===== src/core/light_sensor_pkg.sv =====
// shared constants and types for the light sensor device and its host controller
package light_sensor_pkg;

  // clock and integration times
  localparam int CLK_MHZ        = 10;
  localparam int INTEG_SHORT_US = 13700;   // 13.7 ms
  localparam int INTEG_MID_US   = 101000;  // 101 ms
  localparam int INTEG_LONG_US  = 402000;  // 402 ms
  localparam int INTEG_SHORT_CYC = INTEG_SHORT_US * CLK_MHZ;
  localparam int INTEG_MID_CYC   = INTEG_MID_US * CLK_MHZ;
  localparam int INTEG_LONG_CYC  = INTEG_LONG_US * CLK_MHZ;
  localparam int INTEG_CNT_W     = 23;

  // device register addresses (command byte low nibble)
  localparam logic [3:0] ADDR_CONTROL = 4'h0;
  localparam logic [3:0] ADDR_TIMING  = 4'h1;
  localparam logic [3:0] ADDR_THLO_L  = 4'h2;
  localparam logic [3:0] ADDR_THLO_H  = 4'h3;
  localparam logic [3:0] ADDR_THHI_L  = 4'h4;
  localparam logic [3:0] ADDR_THHI_H  = 4'h5;
  localparam logic [3:0] ADDR_INTCTL  = 4'h6;
  localparam logic [3:0] ADDR_ID      = 4'hA;
  localparam logic [3:0] ADDR_DATA0_L = 4'hC;
  localparam logic [3:0] ADDR_DATA0_H = 4'hD;
  localparam logic [3:0] ADDR_DATA1_L = 4'hE;
  localparam logic [3:0] ADDR_DATA1_H = 4'hF;

  // command byte fields
  localparam int CMD_SEL_BIT   = 7;
  localparam int CMD_CLEAR_BIT = 6;
  localparam int CMD_WORD_BIT  = 5;

  // register fields
  localparam int         TIM_GAIN_BIT   = 4;
  localparam int         TIM_MANUAL_BIT = 3;
  localparam logic [1:0] INTEG_SHORT    = 2'h0;
  localparam logic [1:0] INTEG_MID      = 2'h1;
  localparam logic [1:0] INTEG_LONG     = 2'h2;
  localparam logic [1:0] INTEG_MANUAL   = 2'h3;
  localparam logic [1:0] POWER_ON       = 2'h3;
  localparam logic [1:0] STYLE_OFF      = 2'h0;
  localparam logic [1:0] STYLE_LEVEL    = 2'h1;
  localparam logic [1:0] STYLE_ALERT    = 2'h2;
  localparam logic [1:0] STYLE_TEST     = 2'h3;

  // reset values
  localparam logic [7:0]  CONTROL_RST = 8'h00;
  localparam logic [7:0]  TIMING_RST  = 8'h02;
  localparam logic [7:0]  INTCTL_RST  = 8'h00;
  localparam logic [15:0] THRESH_RST  = 16'h0000;
  localparam logic [15:0] DATA_RST    = 16'h0000;

  // bus address answered during an alert response, and an arbitrary id value
  localparam logic [6:0] DEV_ADDR = 7'h39;
  localparam logic [7:0] ID_VALUE = 8'h5A;  // arbitrary value

  // link request kinds
  typedef enum logic [1:0] {
    REQ_WRITE = 2'h0,
    REQ_READ  = 2'h1,
    REQ_ALERT = 2'h2
  } req_kind_e;

  // host controller register offsets
  localparam logic [3:0] HOST_REQ    = 4'h0;
  localparam logic [3:0] HOST_WDATA  = 4'h1;
  localparam logic [3:0] HOST_RESULT = 4'h2;
  localparam logic [3:0] HOST_STATUS = 4'h3;

  // host controller states
  typedef enum logic [2:0] {
    H_IDLE  = 3'b001,
    H_ISSUE = 3'b010,
    H_WAIT  = 3'b100
  } host_state_e;

endpackage


===== src/core/als_link_if.sv =====
// link between the light sensor device and its host controller
`timescale 1ns/1ps
`default_nettype none
interface als_link_if;
  logic                          reqValid;
  light_sensor_pkg::req_kind_e   reqKind;
  logic [7:0]                    reqCmd;
  logic [15:0]                   reqData;
  logic                          rspValid;
  logic                          rspAck;
  logic [15:0]                   rspData;
  logic                          devIntOut;
  logic                          devIntOe;
  logic                          intLineN;

  // open-drain interrupt line with pull-up
  assign intLineN = devIntOe ? devIntOut : 1'b1;

  modport dev (
    input  reqValid, reqKind, reqCmd, reqData,
    output rspValid, rspAck, rspData, devIntOut, devIntOe
  );
  modport host (
    output reqValid, reqKind, reqCmd, reqData,
    input  rspValid, rspAck, rspData, intLineN
  );
endinterface
`default_nettype wire


===== src/core/light_sensor_dev.sv =====
// light sensor device end: registers, integration timing, threshold interrupt
//
// The implementer's own choices: the address-and-strobe port and the register offsets.
`timescale 1ns/1ps
`default_nettype none
module light_sensor_dev #(
  parameter int INTEG_SHORT_CYC = light_sensor_pkg::INTEG_SHORT_CYC,
  parameter int INTEG_MID_CYC   = light_sensor_pkg::INTEG_MID_CYC,
  parameter int INTEG_LONG_CYC  = light_sensor_pkg::INTEG_LONG_CYC
) (
  // clock, reset, enable
  input  wire logic        ref_clk,
  input  wire logic        rst_n,
  input  wire logic        ce,
  // link to host
  als_link_if.dev          link,
  // analog front end
  input  wire logic [15:0] adcCh0,
  input  wire logic [15:0] adcCh1,
  output logic             gainHigh,
  output logic             integrating,
  output logic             convDone
);

  localparam int CW = light_sensor_pkg::INTEG_CNT_W;

  logic [7:0]    control_q;
  logic [7:0]    timing_q;
  logic [7:0]    intCtl_q;
  logic [15:0]   thLow_q;
  logic [15:0]   thHigh_q;
  logic [15:0]   data0_q;
  logic [15:0]   data1_q;
  logic [CW-1:0] integCnt_q;
  logic          integ_q;
  logic          done_q;
  logic          gain_q;
  logic [3:0]    persistCnt_q;
  logic          intPend_q;
  logic          intOe_q;
  logic          rspValid_q;
  logic          rspAck_q;
  logic [15:0]   rspData_q;

  // byte a write delivers to register tgt: {hit, data}
  function automatic logic [8:0] wrByte(input logic [3:0] a, input logic word,
                                        input logic [15:0] d, input logic [3:0] tgt);
    logic hitLo;
    logic hitHi;
    hitLo = (a == tgt);
    hitHi = word && (4'(a + 4'h1) == tgt);
    if (hitLo)
      wrByte = {1'b1, d[7:0]};
    else if (hitHi)
      wrByte = {1'b1, d[15:8]};
    else
      wrByte = {1'b0, 8'h00};
  endfunction

  // read decode; unmapped addresses read as zero
  function automatic logic [7:0] rdByte(input logic [3:0] a, input logic [7:0] ctl,
                                        input logic [7:0] tim, input logic [7:0] ic,
                                        input logic [15:0] tl, input logic [15:0] th,
                                        input logic [15:0] d0, input logic [15:0] d1);
    case (a)
      light_sensor_pkg::ADDR_CONTROL: rdByte = ctl;
      light_sensor_pkg::ADDR_TIMING:  rdByte = tim;
      light_sensor_pkg::ADDR_THLO_L:  rdByte = tl[7:0];
      light_sensor_pkg::ADDR_THLO_H:  rdByte = tl[15:8];
      light_sensor_pkg::ADDR_THHI_L:  rdByte = th[7:0];
      light_sensor_pkg::ADDR_THHI_H:  rdByte = th[15:8];
      light_sensor_pkg::ADDR_INTCTL:  rdByte = ic;
      light_sensor_pkg::ADDR_ID:      rdByte = light_sensor_pkg::ID_VALUE;
      light_sensor_pkg::ADDR_DATA0_L: rdByte = d0[7:0];
      light_sensor_pkg::ADDR_DATA0_H: rdByte = d0[15:8];
      light_sensor_pkg::ADDR_DATA1_L: rdByte = d1[7:0];
      light_sensor_pkg::ADDR_DATA1_H: rdByte = d1[15:8];
      default:                        rdByte = 8'h00;
    endcase
  endfunction

  // request decode
  wire       reqTake = ce && link.reqValid;
  wire       isWrite = reqTake && (link.reqKind == light_sensor_pkg::REQ_WRITE)
                       && link.reqCmd[light_sensor_pkg::CMD_SEL_BIT];
  wire       isRead  = reqTake && (link.reqKind == light_sensor_pkg::REQ_READ)
                       && link.reqCmd[light_sensor_pkg::CMD_SEL_BIT];
  wire       isAlert = reqTake && (link.reqKind == light_sensor_pkg::REQ_ALERT);
  wire [3:0] regAddr = link.reqCmd[3:0];
  wire       wordOp  = link.reqCmd[light_sensor_pkg::CMD_WORD_BIT];

  // per-register write hits
  wire [8:0] wCtl  = wrByte(regAddr, wordOp, link.reqData, light_sensor_pkg::ADDR_CONTROL);
  wire [8:0] wTim  = wrByte(regAddr, wordOp, link.reqData, light_sensor_pkg::ADDR_TIMING);
  wire [8:0] wIc   = wrByte(regAddr, wordOp, link.reqData, light_sensor_pkg::ADDR_INTCTL);
  wire [8:0] wTlL  = wrByte(regAddr, wordOp, link.reqData, light_sensor_pkg::ADDR_THLO_L);
  wire [8:0] wTlH  = wrByte(regAddr, wordOp, link.reqData, light_sensor_pkg::ADDR_THLO_H);
  wire [8:0] wThL  = wrByte(regAddr, wordOp, link.reqData, light_sensor_pkg::ADDR_THHI_L);
  wire [8:0] wThH  = wrByte(regAddr, wordOp, link.reqData, light_sensor_pkg::ADDR_THHI_H);
  wire       ctlWr = isWrite && wCtl[8];
  wire       timWr = isWrite && wTim[8];
  wire       icWr  = isWrite && wIc[8];

  // integration timing
  wire [1:0]    integSel   = timing_q[1:0];
  wire          powered    = (control_q[1:0] == light_sensor_pkg::POWER_ON);
  wire          manualMode = (integSel == light_sensor_pkg::INTEG_MANUAL);
  wire [CW-1:0] integLast  =
    (integSel == light_sensor_pkg::INTEG_SHORT) ? CW'(INTEG_SHORT_CYC - 1) :
    (integSel == light_sensor_pkg::INTEG_MID)   ? CW'(INTEG_MID_CYC - 1) :
                                                  CW'(INTEG_LONG_CYC - 1);
  wire autoEnd   = powered && !manualMode && (integCnt_q == integLast);
  wire manualEnd = powered && manualMode && integ_q
                   && !timing_q[light_sensor_pkg::TIM_MANUAL_BIT];
  wire convEnd   = autoEnd || manualEnd;
  wire integOn   = powered && (!manualMode
                   || timing_q[light_sensor_pkg::TIM_MANUAL_BIT]);

  // threshold test on channel 0 only
  wire [1:0] style     = intCtl_q[5:4];
  wire [3:0] persist   = intCtl_q[3:0];
  wire       outWindow = (adcCh0 > thHigh_q) || (adcCh0 < thLow_q);
  wire [3:0] cntNext   = persistCnt_q + 4'h1;
  wire       fire      = convEnd && ((persist == 4'h0)
                         || (outWindow && (cntNext >= persist)));

  // interrupt set and clear; set wins over clear
  wire testSet  = icWr && (wIc[5:4] == light_sensor_pkg::STYLE_TEST);
  wire intSet   = (fire && (style != light_sensor_pkg::STYLE_OFF)) || testSet;
  wire lvlClear = isWrite && link.reqCmd[light_sensor_pkg::CMD_CLEAR_BIT]
                  && (style == light_sensor_pkg::STYLE_LEVEL);
  wire araWin   = isAlert && intPend_q && style[1];
  wire intPendD = intSet || (intPend_q && !(lvlClear || araWin));
  // style zero hides a pending interrupt from the pin; it shows again once re-enabled
  wire [1:0] styleNext = icWr ? wIc[5:4] : style;
  wire       intOeD    = intPendD && (styleNext != light_sensor_pkg::STYLE_OFF);

  // read answer: word reads return address a in low byte, a+1 in high
  wire [7:0] rdLo = rdByte(regAddr, control_q, timing_q, intCtl_q, thLow_q, thHigh_q,
                           data0_q, data1_q);
  wire [7:0] rdHi = rdByte(4'(regAddr + 4'h1), control_q, timing_q, intCtl_q, thLow_q,
                           thHigh_q, data0_q, data1_q);
  wire [15:0] rspDataD = isAlert ? {8'h00, light_sensor_pkg::DEV_ADDR, 1'b0} :
                         (wordOp ? {rdHi, rdLo} : {8'h00, rdLo});

  // configuration registers, defaults loaded under reset
  always_ff @(posedge ref_clk or negedge rst_n)
  begin
    if (!rst_n)
    begin
      control_q <= light_sensor_pkg::CONTROL_RST;
      timing_q  <= light_sensor_pkg::TIMING_RST;
      intCtl_q  <= light_sensor_pkg::INTCTL_RST;
      thLow_q   <= light_sensor_pkg::THRESH_RST;
      thHigh_q  <= light_sensor_pkg::THRESH_RST;
    end
    else if (ce)
    begin
      if (ctlWr) control_q <= wCtl[7:0];
      if (timWr) timing_q <= wTim[7:0];
      if (icWr) intCtl_q <= {2'b00, wIc[5:0]};      // reserved bits kept zero
      if (isWrite && wTlL[8]) thLow_q[7:0] <= wTlL[7:0];
      if (isWrite && wTlH[8]) thLow_q[15:8] <= wTlH[7:0];
      if (isWrite && wThL[8]) thHigh_q[7:0] <= wThL[7:0];
      if (isWrite && wThH[8]) thHigh_q[15:8] <= wThH[7:0];
    end
  end

  // integration counter; a timing write restarts the cycle so a new length applies cleanly
  always_ff @(posedge ref_clk or negedge rst_n)
  begin
    if (!rst_n)
    begin
      integCnt_q <= '0;
      integ_q    <= 1'b0;
      done_q     <= 1'b0;
      gain_q     <= 1'b0;
      data0_q    <= light_sensor_pkg::DATA_RST;
      data1_q    <= light_sensor_pkg::DATA_RST;
    end
    else if (ce)
    begin
      integCnt_q <= (convEnd || timWr || !integOn) ? '0 : CW'(integCnt_q + 1'b1);
      integ_q    <= integOn;
      done_q     <= convEnd;
      gain_q     <= timing_q[light_sensor_pkg::TIM_GAIN_BIT];
      if (convEnd)
      begin
        data0_q <= adcCh0;
        data1_q <= adcCh1;
      end
    end
  end

  // persistence filter and pending interrupt
  always_ff @(posedge ref_clk or negedge rst_n)
  begin
    if (!rst_n)
    begin
      persistCnt_q <= 4'h0;
      intPend_q    <= 1'b0;
      intOe_q      <= 1'b0;
    end
    else if (ce)
    begin
      if (icWr || (convEnd && (!outWindow || fire)))
        persistCnt_q <= 4'h0;
      else if (convEnd)
        persistCnt_q <= cntNext;
      intPend_q <= intPendD;
      intOe_q   <= intOeD;
    end
  end

  // one response per request, the cycle after it
  always_ff @(posedge ref_clk or negedge rst_n)
  begin
    if (!rst_n)
    begin
      rspValid_q <= 1'b0;
      rspAck_q   <= 1'b0;
      rspData_q  <= 16'h0000;
    end
    else if (ce)
    begin
      rspValid_q <= reqTake;
      rspAck_q   <= isWrite || isRead || araWin;
      if (reqTake) rspData_q <= rspDataD;
    end
  end

  assign link.rspValid  = rspValid_q;
  assign link.rspAck    = rspAck_q;
  assign link.rspData   = rspData_q;
  assign link.devIntOut = 1'b0;                     // open drain pulls low only
  assign link.devIntOe  = intOe_q;
  assign gainHigh       = gain_q;
  assign integrating    = integ_q;
  assign convDone       = done_q;

endmodule // light_sensor_dev
`default_nettype wire


===== src/flat_wrapper.sv =====
// flat-port wrapper written by rule: the top's interface ports become plain ports
module light_sensor_dev_flat 
#(
  parameter int INTEG_SHORT_CYC = light_sensor_pkg::INTEG_SHORT_CYC,
  parameter int INTEG_MID_CYC   = light_sensor_pkg::INTEG_MID_CYC,
  parameter int INTEG_LONG_CYC  = light_sensor_pkg::INTEG_LONG_CYC
)
  (ref_clk, rst_n, ce, adcCh0, adcCh1, gainHigh, integrating, convDone, link_reqValid, link_reqKind, link_reqCmd, link_reqData, link_rspValid, link_rspAck, link_rspData, link_devIntOut, link_devIntOe);
  als_link_if link_i ();
  input  wire logic ref_clk;
  input  wire logic rst_n;
  input  wire logic ce;
  input  wire logic [15:0] adcCh0;
  input  wire logic [15:0] adcCh1;
  output logic gainHigh;
  output logic integrating;
  output logic convDone;
  input wire logic [$bits(link_i.reqValid)-1:0] link_reqValid;
  input wire logic [$bits(link_i.reqKind)-1:0] link_reqKind;
  input wire logic [$bits(link_i.reqCmd)-1:0] link_reqCmd;
  input wire logic [$bits(link_i.reqData)-1:0] link_reqData;
  output wire logic [$bits(link_i.rspValid)-1:0] link_rspValid;
  output wire logic [$bits(link_i.rspAck)-1:0] link_rspAck;
  output wire logic [$bits(link_i.rspData)-1:0] link_rspData;
  output wire logic [$bits(link_i.devIntOut)-1:0] link_devIntOut;
  output wire logic [$bits(link_i.devIntOe)-1:0] link_devIntOe;
  assign link_i.reqValid = link_reqValid;
  assign link_i.reqKind = link_reqKind;
  assign link_i.reqCmd = link_reqCmd;
  assign link_i.reqData = link_reqData;
  assign link_rspValid = link_i.rspValid;
  assign link_rspAck = link_i.rspAck;
  assign link_rspData = link_i.rspData;
  assign link_devIntOut = link_i.devIntOut;
  assign link_devIntOe = link_i.devIntOe;
  light_sensor_dev #(.INTEG_SHORT_CYC(INTEG_SHORT_CYC), .INTEG_MID_CYC(INTEG_MID_CYC), .INTEG_LONG_CYC(INTEG_LONG_CYC)) u_core (.ref_clk(ref_clk), .rst_n(rst_n), .ce(ce), .link(link_i), .adcCh0(adcCh0), .adcCh1(adcCh1), .gainHigh(gainHigh), .integrating(integrating), .convDone(convDone));
endmodule

===== config.mk =====
export PLATFORM = sky130hd
export DESIGN_NAME = light_sensor_dev_flat
export DESIGN_NICKNAME = d
export VERILOG_FILES = /design/src/core/light_sensor_pkg.sv /design/src/core/als_link_if.sv /design/src/core/light_sensor_dev.sv /design/src/flat_wrapper.sv
export SDC_FILE = /design/constraint.sdc
export NUM_CORES = 1
export LEC_CHECK = 0
export ABC_AREA = 1
export BUFFER_PORTS_ARGS = -buffer_cell sky130_fd_sc_hd__buf_2
export CORE_ASPECT_RATIO = 0.6
export CORE_MARGIN = 2
export CORE_UTILIZATION = 45
export DETAILED_ROUTE_END_ITERATION = 8
export SYNTH_ARGS = -nofsm -noshare
export SYNTH_HDL_FRONTEND = slang
export SYNTH_SLANG_ARGS = --single-unit

===== constraint.sdc =====
create_clock -name ref_clk -period 2.5 [get_ports ref_clk]
set_clock_uncertainty 0.15 [all_clocks]
set_input_delay 0.125 -clock ref_clk [delete_from_list [all_inputs] [get_ports ref_clk]]
set_output_delay 0.125 -clock ref_clk [all_outputs]
set_load 0.02 [all_outputs]

==> metrics.yaml <==
grt_pass1_vias: 7541
status: "finished clean"
maxSlewHeadroom_pct: 52.5
htree_levels: 4
start_util_pct: 45.9
fin_cells: 1511
rows: 38
synthCells: 1096
nets: 1357
gp_congestion: 0.981
setup_viol: 0
path_class: "reg -> reg"
routed_via_density: 5.59
grt_max_degree: 69
first_pass_iters: 5
ant_nets: 0
drc: 0
peakVddDrop_mv: 0.387
antenna_cells: 0
wirelength_mm: 30.6
cts_tree: "built"
clk_latency_ns: 0.43
critPathLaunchType: "register"
yosysSeqAreaShare_pct: 41.0
core_um2: 18100
hpwl_mm: 23.0
fmax_ghz: 0.446
fp.dieH_um: 109
port_buffers: 82
post_cts_buffers: 0
io_pins: 85
layout_commonest_cell: "nand2_1"
p_leak_nw: 5.15
final_layout_size_suffix_gt1_share_pct: 16.7
arrival_ns: 2.43
dr_total_vias: 8439
finalCritPeriodShare_pct: 89.6
synth.net_count: 1195
critical_path_required_ns: 2.69
finalMaxSlewViolations: 0
overflow: 0
antenna_found_initial: 0
die_area_um2: 19600
hold_class: "in -> reg"
final_util_pct: 56.9
avgSynthCellArea_um2: 7.57
fin_crit_ns: 2.24
cp-end-kind: "register"
final-hold-violation-count: 0
area_delta_synth_final_pct: 23.8
clkSinkCount: 136
track_usage_pct: 32.4
crit_fanout: 18
grt_pass1_wl_mm: 45.8
synthDistinctLibCells: 51
ys_warn_count: 0
worst_pin_slew_ns: 0.712
avgRoutedWirePerCell_um: 20.2
netlist_area_um2: 8300
cts_buffer_depth: 2
final_cell_mix: "nand2_1 (233), inv_1 (150), dfrtp_1 (134)"
drt_iter0_markers: 1022
cap_violations: 0
clk_pin_slew_ns: 0.06
cts_root_buf: "clkbuf_16"
rsz0062_at_grt: "false"
tns_ns: 0
yosys_register_bits: 136
die_w_um: 179
cts_buffers: 17
cellPowerDensity_nw_per_um2: 617
placedCellCount: 1436
==> synthesized netlist by cell type (all sizes together) <==
cell type | n | area share, %
a211oi | 2 | 0.18
a21o | 2 | 0.18
a21oi | 65 | 4.1
a221oi | 15 | 1.6
a22o | 6 | 0.63
a22oi | 3 | 0.27
a31oi | 1 | 0.075
buf | 28 | 1.9
clkbuf | 4 | 0.18
clkinv | 2 | 0.11
conb | 1 | 0.045
dfrtp | 135 | 41
dfstp | 1 | 0.32
ha | 37 | 5.6
inv | 159 | 7.2
mux2 | 1 | 0.14
nand2 | 243 | 11
nand3 | 37 | 2.4
nand3b | 2 | 0.18
nand4 | 9 | 0.68
nor2 | 105 | 5.5
nor3 | 15 | 0.90
nor3b | 3 | 0.27
nor4 | 6 | 0.60
o2111ai | 1 | 0.11
o211ai | 3 | 0.27
o21ai | 125 | 7.6
o221ai | 1 | 0.11
o22ai | 62 | 4.7
o31ai | 2 | 0.18
o41ai | 2 | 0.21
or2 | 2 | 0.15
xnor2 | 4 | 0.42
xor2 | 12 | 1.3
==> cells by family (layout without fill, tap and decap cells) <==
kind of cell,Yosys count,in the layout,synth area share [%]
simple gates,422,422,21.9
compound gates,290,290,20.2
flops,136,136,41.0
mux,1,1,0.136
buf+inv,193,368,9.36
xor+xnor,16,16,1.69
fa+ha+maj,37,37,5.58
other cells,1,1,0.0452
==> worst max-delay path: stages (launching register included) <==
cell and delay (ns):
dfstp_2 0.60, inv_2 0.10, nand2_1 0.10, o21ai_0 0.08, o21ai_0 0.08, nand3b_1 0.17, nand4_1 0.17, nand2_2 0.15
clkinv_2 0.25, nor3b_1 0.30
==> final cells by class <==
cell class	count	area (um^2)
clock inverter	13	121
clock buffer	19	443
tap	240	300
timing repair buffer	175	1260
multi-input combinational	767	4140
inverter	161	606
fill	1739	7790
sequential	136	3410
==> per-layer routing <==
metal	global-route usage [%]	wire, um	vias up
met5	0	0	-
li1	-	-	3990
met3	12.0	4060	31
met2	40.4	11000	432
met1	51.4	15200	3986
met4	7.03	318	0
==> sequential cells by signal (all words and copies together) (netlist names), 4 cells and up <==
signal               count
u_core.integCnt_q       23
u_core.data0_q          16
u_core.data1_q          16
u_core.link.rspData     16
u_core.thHigh_q         16
u_core.thLow_q          16
u_core.control_q         8
u_core.timing_q          8
u_core.intCtl_q          6
u_core.persistCnt_q      4
==> repair_timing <==
action                                  CTS  global route
endpoints found under the setup margin    0            33
hold buffers                             42             0
hold endpoints to repair                106             0
resized for setup                         0             7
==> power breakdown <==
group / switching (mW) / leakage (nW) / internal (mW)
registers: 0.168 / 1.49 / 2.43
clock network: 1.05 / 0.262 / 1.40
logic: 0.836 / 3.40 / 0.462
total: 2.05 / 5.15 / 4.29
==> worst paths after layout <==
kind | start | to | slack [ns] | cells past startpoint
min reg2reg | u_core.link.rspValid$_DFFE_PN0P_ | u_core.link.rspValid$_DFFE_PN0P_ | 0.32 | 2
max reg2reg | u_core.timing_q[1]$_DFFE_PN1P_ | u_core.integCnt_q[16]$_DFFE_PN0P_ | 0.26 | 9
min in group asynchronous | rst_n | u_core.data1_q[3]$_DFFE_PN0P_ | 0.14 | 2
max | u_core.timing_q[1]$_DFFE_PN1P_ | u_core.integCnt_q[16]$_DFFE_PN0P_ | 0.26 | 9
max in group asynchronous | rst_n | u_core.timing_q[1]$_DFFE_PN1P_ | 1.35 | 3
min | link_reqData[6] | u_core.timing_q[6]$_DFFE_PN0P_ | 0.03 | 3
==> stage by stage <==
| stage | instance area [um^2] | worst slack (ns) | hold slack [ns] | power [mW] |
|---|---|---|---|---|
| finish | 10300 | 0.259 | 0.0337 | 6.34 |
| global route | 10300 | 0.0158 | 0.0441 | 6.63 |
| CTS | 10200 | 0.169 | 0.00816 | 6.32 |
| detailed placement | 9250 | 0.187 | 0.0392 | 3.83 |
| global placement | 9250 | 0.202 | 0.0390 | 3.82 |
| floorplan | 8300 | 0.597 | -0.321 | 3.27 |
(Power assumes the default switching activity.)
